### src/ram_readout_consts.svh
`ifndef RAM_READOUT_CONSTS_SVH
`define RAM_READOUT_CONSTS_SVH

// ----------------------------------------------------------------
// system instruction / register encodings
// ----------------------------------------------------------------
`define OP0_SYS_INSTR 2'h1
`define OP0_SYS_REG 2'h3
`define OP1_READOUT 3'h6
`define CRN_READOUT 4'hF
`define CRM_SELECT 4'h0
`define CRM_INSTR_SIDE 4'h0
`define CRM_DATA_SIDE 4'h1
`define OP2_SELECT 3'h0
`define OP2_WORD0 3'h0
`define OP2_WORD1 3'h1
`define OP2_WORD2 3'h2

// ----------------------------------------------------------------
// operand fields and levels
// ----------------------------------------------------------------
`define RAM_ID_MSB 31
`define RAM_ID_LSB 24
`define RAM_INDEX_MSB 23
`define RAM_INDEX_LSB 0
`define RESERVED_MSB 63
`define RESERVED_LSB 32
`define HIGHEST_EL 2'h3
`define READOUT_RESET 64'h0000000000000000

`endif

### src/ram_readout_pkg.sv
package ram_readout_pkg;

  typedef struct packed {
    logic [1:0] op0;
    logic [2:0] op1;
    logic [3:0] crn;
    logic [3:0] crm;
    logic [2:0] op2;
  } sysreg_enc_type;

  typedef struct packed {
    logic [63:0] d0;
    logic [63:0] d1;
    logic [63:0] d2;
  } readout_set_type;

  typedef enum logic [1:0] {
    RESP_OK,
    RESP_UNDEF,
    RESP_NONE
  } resp_type;

endpackage

### src/ram_debug_readout.sv
`timescale 1ns/1ps
`default_nettype none
`include "ram_readout_consts.svh"

module ram_debug_readout
  import ram_readout_pkg::*;
#(
  parameter int ADDR_W = 32
)
(
  input wire logic clk_sys_i,
  input wire logic rstn_i,
  input wire logic req_valid_i,
  input wire logic req_write_i,
  input wire sysreg_enc_type req_enc_i,
  input wire logic [1:0] current_exception_level_i,
  input wire logic [63:0] req_wdata_i,
  input wire logic ram_ready_i,
  input wire logic [63:0] ram_idata0_i,
  input wire logic [63:0] ram_idata1_i,
  input wire logic [63:0] ram_idata2_i,
  input wire logic [63:0] ram_ddata0_i,
  input wire logic [63:0] ram_ddata1_i,
  input wire logic [63:0] ram_ddata2_i,
  output logic ram_req_o,
  output logic [7:0] ram_identifier_field_o,
  output logic [23:0] ram_index_o,
  output logic busy_o,
  output logic resp_valid_o,
  output resp_type resp_o,
  output logic [63:0] resp_rdata_o
);

  typedef enum logic [1:0] {
    ST_IDLE,
    ST_WAIT
  } state_type;

  // ----------------------------------------------------------------
  // reset release
  // ----------------------------------------------------------------
  // async assert, sync release: no flop leaves reset on a runt edge
  logic rst_meta_ff;
  logic rst_n_ff;

  always_ff @(posedge clk_sys_i or negedge rstn_i)
  begin
    if (!rstn_i)
    begin
      rst_meta_ff <= 1'b0;
      rst_n_ff <= 1'b0;
    end
    else
    begin
      rst_meta_ff <= 1'b1;
      rst_n_ff <= rst_meta_ff;
    end
  end

  // ----------------------------------------------------------------
  // decode
  // ----------------------------------------------------------------
  logic is_select;
  logic is_instr_rd;
  logic is_data_rd;
  logic at_top_level;
  logic word_sel_ok;

  assign at_top_level = (current_exception_level_i == `HIGHEST_EL);
  // op2 codes above 2 fall through to the undefined answer
  assign word_sel_ok = (req_enc_i.op2 == `OP2_WORD0) ||
                       (req_enc_i.op2 == `OP2_WORD1) ||
                       (req_enc_i.op2 == `OP2_WORD2);
  assign is_select = req_write_i &&
                     req_enc_i.op0 == `OP0_SYS_INSTR &&
                     req_enc_i.op1 == `OP1_READOUT &&
                     req_enc_i.crn == `CRN_READOUT &&
                     req_enc_i.crm == `CRM_SELECT &&
                     req_enc_i.op2 == `OP2_SELECT;
  assign is_instr_rd = !req_write_i &&
                       req_enc_i.op0 == `OP0_SYS_REG &&
                       req_enc_i.op1 == `OP1_READOUT &&
                       req_enc_i.crn == `CRN_READOUT &&
                       req_enc_i.crm == `CRM_INSTR_SIDE &&
                       word_sel_ok;
  assign is_data_rd = !req_write_i &&
                      req_enc_i.op0 == `OP0_SYS_REG &&
                      req_enc_i.op1 == `OP1_READOUT &&
                      req_enc_i.crn == `CRN_READOUT &&
                      req_enc_i.crm == `CRM_DATA_SIDE &&
                      word_sel_ok;

  // ----------------------------------------------------------------
  // ram answer, grouped per side
  // ----------------------------------------------------------------
  readout_set_type instr_set;
  readout_set_type data_set;

  always_comb
  begin
    instr_set.d0 = ram_idata0_i;
    instr_set.d1 = ram_idata1_i;
    instr_set.d2 = ram_idata2_i;
    data_set.d0 = ram_ddata0_i;
    data_set.d1 = ram_ddata1_i;
    data_set.d2 = ram_ddata2_i;
  end

  // ----------------------------------------------------------------
  // readout banks
  // ----------------------------------------------------------------
  // both banks load together: all six words come from one select
  logic bank_load;
  logic [63:0] instr_word;
  logic [63:0] data_word;

  readout_bank #(
    .WIDTH(64)
  ) u_instr_bank (
    .clk_sys_i(clk_sys_i),
    .rst_n_i(rst_n_ff),
    .load_i(bank_load),
    .w0_i(instr_set.d0),
    .w1_i(instr_set.d1),
    .w2_i(instr_set.d2),
    .sel_i(req_enc_i.op2[1:0]),
    .word_o(instr_word)
  );

  readout_bank #(
    .WIDTH(64)
  ) u_data_bank (
    .clk_sys_i(clk_sys_i),
    .rst_n_i(rst_n_ff),
    .load_i(bank_load),
    .w0_i(data_set.d0),
    .w1_i(data_set.d1),
    .w2_i(data_set.d2),
    .sel_i(req_enc_i.op2[1:0]),
    .word_o(data_word)
  );

  // ----------------------------------------------------------------
  // control
  // ----------------------------------------------------------------
  state_type state_ff;
  state_type nxt_state;

  logic ram_req_ff;
  logic nxt_ram_req;
  logic [7:0] ram_id_ff;
  logic [7:0] nxt_ram_id;
  logic [23:0] ram_index_ff;
  logic [23:0] nxt_ram_index;

  logic resp_valid_ff;
  logic nxt_resp_valid;
  resp_type resp_ff;
  resp_type nxt_resp;
  logic [63:0] rdata_ff;
  logic [63:0] nxt_rdata;

  // requests arriving while busy are not taken; caller must wait
  always_comb
  begin
    nxt_state = state_ff;
    nxt_ram_req = 1'b0;
    nxt_ram_id = ram_id_ff;
    nxt_ram_index = ram_index_ff;
    nxt_resp_valid = 1'b0;
    nxt_resp = RESP_NONE;
    nxt_rdata = 64'h0000000000000000;
    bank_load = 1'b0;
    unique case (state_ff)
      ST_IDLE:
      begin
        if (req_valid_i)
        begin
          nxt_resp_valid = 1'b1;
          if ((is_select || is_instr_rd || is_data_rd) && !at_top_level)
          begin
            nxt_resp = RESP_UNDEF;
          end
          else if (is_select)
          begin
            // reserved upper bits ignored on purpose
            nxt_ram_id = req_wdata_i[`RAM_ID_MSB:`RAM_ID_LSB];
            nxt_ram_index =
              req_wdata_i[`RAM_INDEX_MSB:`RAM_INDEX_LSB];
            nxt_ram_req = 1'b1;
            nxt_resp_valid = 1'b0;
            nxt_state = ST_WAIT;
          end
          else if (is_instr_rd)
          begin
            nxt_resp = RESP_OK;
            nxt_rdata = instr_word;
          end
          else if (is_data_rd)
          begin
            nxt_resp = RESP_OK;
            nxt_rdata = data_word;
          end
          else
          begin
            // writes to readout registers and unknown encodings
            nxt_resp = RESP_UNDEF;
          end
        end
      end
      ST_WAIT:
      begin
        // data taken on the ready edge only; array latency is free
        nxt_ram_req = !ram_ready_i;
        if (ram_ready_i)
        begin
          bank_load = 1'b1;
          nxt_resp_valid = 1'b1;
          nxt_resp = RESP_OK;
          nxt_state = ST_IDLE;
        end
      end
      default:
      begin
        // stray state code: back to idle
        nxt_state = ST_IDLE;
      end
    endcase
  end

  always_ff @(posedge clk_sys_i or negedge rst_n_ff)
  begin
    if (!rst_n_ff)
    begin
      state_ff <= ST_IDLE;
      ram_req_ff <= 1'b0;
      ram_id_ff <= 8'h00;
      ram_index_ff <= 24'h000000;
      resp_valid_ff <= 1'b0;
      resp_ff <= RESP_NONE;
      rdata_ff <= 64'h0000000000000000;
    end
    else
    begin
      state_ff <= nxt_state;
      ram_req_ff <= nxt_ram_req;
      ram_id_ff <= nxt_ram_id;
      ram_index_ff <= nxt_ram_index;
      resp_valid_ff <= nxt_resp_valid;
      resp_ff <= nxt_resp;
      rdata_ff <= nxt_rdata;
    end
  end

  // ----------------------------------------------------------------
  // busy flag
  // ----------------------------------------------------------------
  // registered copy of the wait state, so busy_o has no gate on it
  logic busy_ff;
  logic nxt_busy;

  always_comb
  begin
    nxt_busy = (nxt_state == ST_WAIT);
  end

  always_ff @(posedge clk_sys_i or negedge rst_n_ff)
  begin
    if (!rst_n_ff)
    begin
      busy_ff <= 1'b0;
    end
    else
    begin
      busy_ff <= nxt_busy;
    end
  end

  // ----------------------------------------------------------------
  // outputs
  // ----------------------------------------------------------------
  assign ram_req_o = ram_req_ff;
  assign ram_identifier_field_o = ram_id_ff;
  assign ram_index_o = ram_index_ff;
  assign busy_o = busy_ff;
  assign resp_valid_o = resp_valid_ff;
  assign resp_o = resp_ff;
  assign resp_rdata_o = rdata_ff;

endmodule
`default_nettype wire

### src/readout_bank.sv
`timescale 1ns/1ps
`default_nettype none
`include "ram_readout_consts.svh"

module readout_bank
  import ram_readout_pkg::*;
#(
  parameter int WIDTH = 64
)
(
  input wire logic clk_sys_i,
  input wire logic rst_n_i,
  input wire logic load_i,
  input wire logic [WIDTH-1:0] w0_i,
  input wire logic [WIDTH-1:0] w1_i,
  input wire logic [WIDTH-1:0] w2_i,
  input wire logic [1:0] sel_i,
  output logic [WIDTH-1:0] word_o
);

  logic [WIDTH-1:0] w0_ff;
  logic [WIDTH-1:0] w1_ff;
  logic [WIDTH-1:0] w2_ff;
  logic [WIDTH-1:0] nxt_w0;
  logic [WIDTH-1:0] nxt_w1;
  logic [WIDTH-1:0] nxt_w2;

  // ----------------------------------------------------------------
  // capture only on a completed select
  // ----------------------------------------------------------------
  always_comb
  begin
    nxt_w0 = w0_ff;
    nxt_w1 = w1_ff;
    nxt_w2 = w2_ff;
    if (load_i)
    begin
      nxt_w0 = w0_i;
      nxt_w1 = w1_i;
      nxt_w2 = w2_i;
    end
  end

  always_ff @(posedge clk_sys_i or negedge rst_n_i)
  begin
    if (!rst_n_i)
    begin
      w0_ff <= WIDTH'(`READOUT_RESET);
      w1_ff <= WIDTH'(`READOUT_RESET);
      w2_ff <= WIDTH'(`READOUT_RESET);
    end
    else
    begin
      w0_ff <= nxt_w0;
      w1_ff <= nxt_w1;
      w2_ff <= nxt_w2;
    end
  end

  always_comb
  begin
    unique case (sel_i)
      2'h0: word_o = w0_ff;
      2'h1: word_o = w1_ff;
      2'h2: word_o = w2_ff;
      default: word_o = '0;
    endcase
  end

endmodule
`default_nettype wire

### config.mk
export PLATFORM = sky130hd
export DESIGN_NAME = ram_debug_readout
export DESIGN_NICKNAME = d
export VERILOG_FILES = /design/src/ram_readout_pkg.sv /design/src/ram_debug_readout.sv /design/src/readout_bank.sv
export VERILOG_INCLUDE_DIRS = /design/src
export SDC_FILE = /design/constraint.sdc
export NUM_CORES = 1
export LEC_CHECK = 0
export ABC_AREA = 1
export ABC_CLOCK_PERIOD_IN_PS = 19870
export CAP_MARGIN = 0
export CELL_PAD_IN_SITES_DETAIL_PLACEMENT = 0
export CELL_PAD_IN_SITES_GLOBAL_PLACEMENT = 1
export CORE_ASPECT_RATIO = 0.7
export CORE_MARGIN = 8
export CORE_UTILIZATION = 31
export DETAILED_ROUTE_END_ITERATION = 8
export DONT_BUFFER_PORTS = 1
export PLACE_DENSITY = 0.54
export RECOVER_POWER = 100
export SLEW_MARGIN = 20
export SYNTH_ARGS = -nofsm -noshare
export SYNTH_HDL_FRONTEND = slang
export SYNTH_HIERARCHICAL = 1
export SYNTH_SLANG_ARGS = --single-unit
### constraint.sdc
create_clock -name clk_sys_i -period 19.87 [get_ports clk_sys_i]
set_clock_uncertainty 0.15 [all_clocks]
set_input_delay 2.9805 -clock clk_sys_i [delete_from_list [all_inputs] [get_ports clk_sys_i]]
set_output_delay 2.9805 -clock clk_sys_i [all_outputs]
set_load 0.005 [all_outputs]
Yosys cells after proc, flatten, opt, wreduce, memory -nomap -nowiden
Index checks and enable logic that the tools add are counted.
{"block": "totals", "reg_bits": 489, "latchBits": 0, "mem_bits_rw": 0, "rom_bits": 0, "in_bits": 471, "out_inout_bits": 101, "wordCells": 84, "mem_count": 0}
{"block": "op_classes", "add_sub_neg": 0, "mul": 0, "div_mod_pow": 0, "magnitude_cmp": 0, "eq_ne": 12, "shifts": 0, "mux": 30, "n_bitwise": 1, "n_reduce_logical": 25}
{"operator": "$mux W64", "n": 6}
{"operator": "$pmux W64 S3", "n": 2}
{"operator": "$mux W2", "n": 8}
{"operator": "$logic_and A1 B1 Y1", "n": 13}
{"operator": "$mux W1", "n": 10}
{"operator": "$eq A2 B1 Y1 const B", "n": 4}
{"operator": "$pmux W2 S2", "n": 2}
{"operator": "$eq A2 B2 Y1 const B", "n": 3}
{"operator": "$eq A4 B1 Y1 const B", "n": 1}
{"operator": "$eq A4 B4 Y1 const B", "n": 1}
{"operator": "$logic_not A2 Y1", "n": 2}
{"operator": "$logic_not A4 Y1", "n": 1}
{"operator": "$logic_or A1 B1 Y1", "n": 4}
{"operator": "$pmux W1 S2", "n": 2}
{"operator": "$reduce_and A4 Y1", "n": 1}
{"operator": "$eq A3 B1 Y1 const B", "n": 1}
{"operator": "$eq A3 B2 Y1 const B", "n": 1}
{"operator": "$eq A3 B3 Y1 const B", "n": 1}
{"operator": "$logic_not A1 Y1", "n": 3}
{"operator": "$logic_not A3 Y1", "n": 1}
{"operator": "$not A1 Y1", "n": 1}

Logic depth before layout (Yosys ltp)
{"block": "logic_depth", "word_depth": 13, "depth_mapped": 11, "depth_no_buf": 9}

Cells and area by module
The synthesis kept the hierarchy.
{"module": "readout_bank", "instances": 2, "cells_each": 1101, "area_each_um2": 8856.0, "seq_area_each_um2": 4804.6}
{"module": "ram_debug_readout", "instances": 1, "cells_each": 630, "area_each_um2": 5046.1, "seq_area_each_um2": 2628.8}

Worst setup path after synthesis
No wires, ideal clock.
{"block": "synth_timing", "kind": "input port to flip-flop", "startpoint": "input ram_ready_i", "endpoint": "register u_data_bank.w0_ff[11]", "setup_ns": 0.083, "arrival_ns": 4.036, "required_ns": 19.637, "setup_slack_ns": 15.601, "cell_stages": 7, "n_path_buf": 3, "cell_sequence": "inv_1 > nor2_1 > buf_4 > buf_4 > buf_4 > nand2_1 > o21ai_0"}
{"block": "synth_via", "elab_chain_len": 2}
{"item": "start, declared", "line": "ram_debug_readout.sv:18", "rtl": "input wire logic ram_ready_i,"}
{"item": "$mux W1", "line": "ram_debug_readout.sv:215", "rtl": "if (ram_ready_i)"}
{"item": "$mux W1", "line": "ram_debug_readout.sv:174", "rtl": "unique case (state_ff)"}
{"item": "net bank_load", "line": "ram_debug_readout.sv:113", "rtl": "logic bank_load;"}
{"item": "end signal, assigned", "line": "readout_bank.sv:48", "rtl": "w0_ff <= WIDTH'(`READOUT_RESET);"}
{"item": "end signal, assigned", "line": "readout_bank.sv:54", "rtl": "w0_ff <= nxt_w0;"}
{"item": "end, declared", "line": "readout_bank.sv:21", "rtl": "logic [WIDTH-1:0] w0_ff;"}
The timed path passes the listed nets, and every way through them passes these cells.
A chain may end at the register's enable or synchronous reset.

Final worst setup path
{"block": "layout_timing", "startpoint": "input ram_ready_i", "endpoint": "register u_instr_bank.w0_ff[48]"}
{"block": "layout_via", "elab_chain_len": 2}
{"item": "$mux W1", "line": "ram_debug_readout.sv:215"}
{"item": "$mux W1", "line": "ram_debug_readout.sv:174"}
{"item": "net bank_load", "line": "ram_debug_readout.sv:113"}
{"item": "end signal, assigned", "line": "readout_bank.sv:48"}
{"item": "end signal, assigned", "line": "readout_bank.sv:54"}
{"item": "end, declared", "line": "readout_bank.sv:21"}
The timed path passes the listed nets, and every way through them passes these cells.

==> flow_summary.yaml <==
grt:
  grt-ovfl-total: 0
  antenna_found_initial: 25
  grt_pass1_wl_um: 123000
  grt_pass1_vias: 18600
  track_usage_pct: 19.1
  grt_max_degree: 232
timing:
  tightest_slew_ns: 4.44
  final_max_slew_viol_count: 787
  setup_viol: 0
  rsz0062_at_grt: "false"
  slew-limit-headroom_pct: -196
  period_share_pct: 51.7
  min_period_ns: 10.28
  fmax_ghz: 0.0973
  finalHoldViolations: 0
  tns_ns: 0
floorplanning:
  dieArea_um2: 82500
  die_height_um: 243
  rows: 83
  core_area_um2: 73000
  io_pins: 572
  die_x_um: 340
  start_util_pct: 31.2
layout:
  fin_cells: 3750
  finish.net_count: 3192
  drive_gt1_share_pct: 4.09
  ff_latch_area_um2: 12200
  fillers: 7777
  multi_input_area_um2: 7670
  fin_area_um2: 24800
  synthToLayoutAreaGrowth_pct: 8.95
yosys:
  ys_seq_area_share_pct: 53.8
  syn-mean-instance-area_um2: 8.04
  synth_fp_nets: 3303
  netlist_top_cells_area: "dfrtp_1 54%, nand2_1 11%, nand3_1 11%"
  synthDistinctLibCells: 22
  synth_top_area_share_pct: 53.7
  ys_ff_latch: 489
  ys.warnings.count: 6
  synthCells: 2832
  synth_area_um2: 22800
  netlist.top_cell.by_area: "dfrtp_1"
critical_path:
  arrival_ns: 10.43
  timing.rr.start: "state_ff[1]"
  max_stage_delay_ns: 3.10
  crit_chain: "inv_1, nor2_4, clkbuf_1, buf_12, clkbuf_1, o21ai_0"
  crit_path_start: "ram_ready_i"
  critPathKind: "input port to register"
  path_buf_inv: 4
  cp-start-kind: "input port"
  cp_top_family: "buffers and inverters"
  worstSetupEndpointType: "register"
  worst_path_max_delay_cell: "clkbuf_1"
  cp_max_fo: 219
  cpMostUsedCell: "clkbuf_1"
  required_ns: 20.02
min_path:
  holdCritStartpoint: "rst_meta_ff"
  hold_class: "register to register"
routing:
  vias: 18200
  wl_met2_um: 37900
  wl_per_cell_um: 21.8
  dr.max_layer_used: "met5"
  route.met3.wl_um: 6040
  wl_met1_um: 36100
  routed_wl_um: 81800
  via_per_inst: 4.86
  dr.pass1.iters: 5
  drt-initial-drc-count: 1234
  drc: 0
  ant_nets: 0
outcome:
  failed_checks: "capacitance limit, slew limit"
  status: "complete, but fails checks"
cts:
  cts_hold_buf: 0
  clk_pin_slew_worst_paths_ns: 0.06
  cts_root_buffer: "clkbuf_16"
  cts_tree: "yes"
  post_cts_buffers: 0
  cts_max_path_buffers: 3
  cts_buffers: 55
  h-tree-depth: 2
  clk_latency_ns: 0.60
  cts.sinks: 489
  post_cts_resized: 0
power_and_ir_drop:
  switching_share_pct: 25.0
  seqPwrFrac_pct: 48.9
  pwr-share-clk_pct: 44.4
  cellLeakagePower_uw: 0.0118
  combPwrFrac_pct: 6.8
  p_int_uw: 1720
  ir_worst_vdd_uv: 52.9
  p_sw_uw: 573
  powerDensity_nw_per_um2: 92.5
placed_design:
  dp_hpwl_um: 52000
  dpl-instance-area_um2: 23000
  post-place-cells: 3640
  port-buffer-count: 0
  place_congestion: 0.777
run:
  maxCapViolations: 11
==> synthesized netlist by cell type <==
library cell  count
clkbuf_1         55
nor3_2            1
nand2_2           1
o21ai_0         201
inv_2             6
dfstp_2           1
a21oi_1           2
dfrtp_1         488
nand2_1         690
nor2_2            1
conb_1            2
nand3_1         516
o21ai_1         213
nor2_4            4
buf_4            27
o21ai_2           5
clkbuf_2         20
buf_6            39
inv_1           429
buf_2            54
nor2_1           76
nand3_2           1
==> flip-flops by register name, summed over array words and instances (netlist names), 2 cells and up <==
| name | flops |
|---|---|
| resp_rdata_o | 64 |
| u_instr_bank/w1_ff | 64 |
| u_instr_bank/w0_ff | 64 |
| u_instr_bank/w2_ff | 64 |
| ram_index_o | 24 |
| u_data_bank/w0_ff | 64 |
| state_ff | 2 |
| ram_identifier_field_o | 8 |
| u_data_bank/w2_ff | 64 |
| resp_o | 2 |
| u_data_bank/w1_ff | 64 |
==> routing by layer <==
metal  track usage, %  vias to the layer above
met2             30.0                      436
met5                0                        -
met1             25.6                     8953
li1                 -                     8699
met3             5.68                      111
met4             5.37                       22
==> cell families after synthesis <==
family / after synthesis / share of synthesized area [%]
DFF: 489 / 53.8
buffers and inverters: 630 / 12.5
other: 2 / 0.0330
AOI/OAI and AO/OA: 421 / 9.34
and+or+nand+nor: 1290 / 24.3
==> cell type report <==
type | count | area share (%)
clock inverters | 13 | 0.500
inverters | 435 | 6.60
well taps | 977 | 4.93
flip-flops and latches | 489 | 49.4
clock buffers | 83 | 6.67
diodes | 13 | 0.131
multi-input cells | 1713 | 30.9
repair buffers | 27 | 0.883
==> stage by stage <==
step                total power [µW]  worst slack [ns]  utilization [%]  hold WS, ns
global route                    2410              8.53             34.0        0.218
finish                          2290              9.59             34.0        0.202
floorplan                       1250              5.08                -        0.181
global placement                1300             13.63             31.5        0.186
CTS                             2340             14.19             34.0        0.205
detailed placement              1300             13.48             31.6        0.191
==> power by group through the flow <==
stage	combinational (µW)	sequential (µW)	clock, µW
after floorplan	115	1140	0
after global placement	161	1140	0
after detailed placement	164	1140	0
after CTS	165	1120	1050
after global routing	183	1130	1100
final	155	1120	1020
==> worst paths after layout <==
kind,end,slack (ns),cells after the start
worst min-delay path,rst_n_ff,0.20,0
worst max register to register,u_instr_bank/w0_ff[48],11.47,7
min in group asynchronous,u_instr_bank/w0_ff[63],1.09,0
worst min register to register,rst_n_ff,0.20,0
max in group asynchronous,resp_rdata_o[27],11.73,2
worst max-delay path,u_instr_bank/w0_ff[48],9.59,6
==> layout by cell type, fill, tap and decap left out <==
cell / Yosys / routed
nand2_1: 690 / 691
nand3_1: 516 / 516
dfrtp_1: 488 / 488
inv_1: 429 / 430
o21ai_0: 201 / 414
nor2_1: 76 / 74
clkbuf_16: 0 / 57
clkbuf_1: 55 / 24
diode_2: 0 / 13
clkbuf_8: 0 / 13
buf_4: 27 / 12
clkinv_2: 0 / 10
nor2_4: 4 / 6
o21ai_1: 213 / 5
inv_2: 6 / 3
buf_12: 0 / 3
a21oi_1: 2 / 2
clkinvlp_4: 0 / 2
bufinv_16: 0 / 2
conb_1: 2 / 2
nor3_4: 0 / 1
nor2_2: 1 / 1
nand3_2: 1 / 1
clkinv_4: 0 / 1
dfstp_1: 0 / 1
buf_16: 0 / 1
Power figures use the tool's default switching activity.
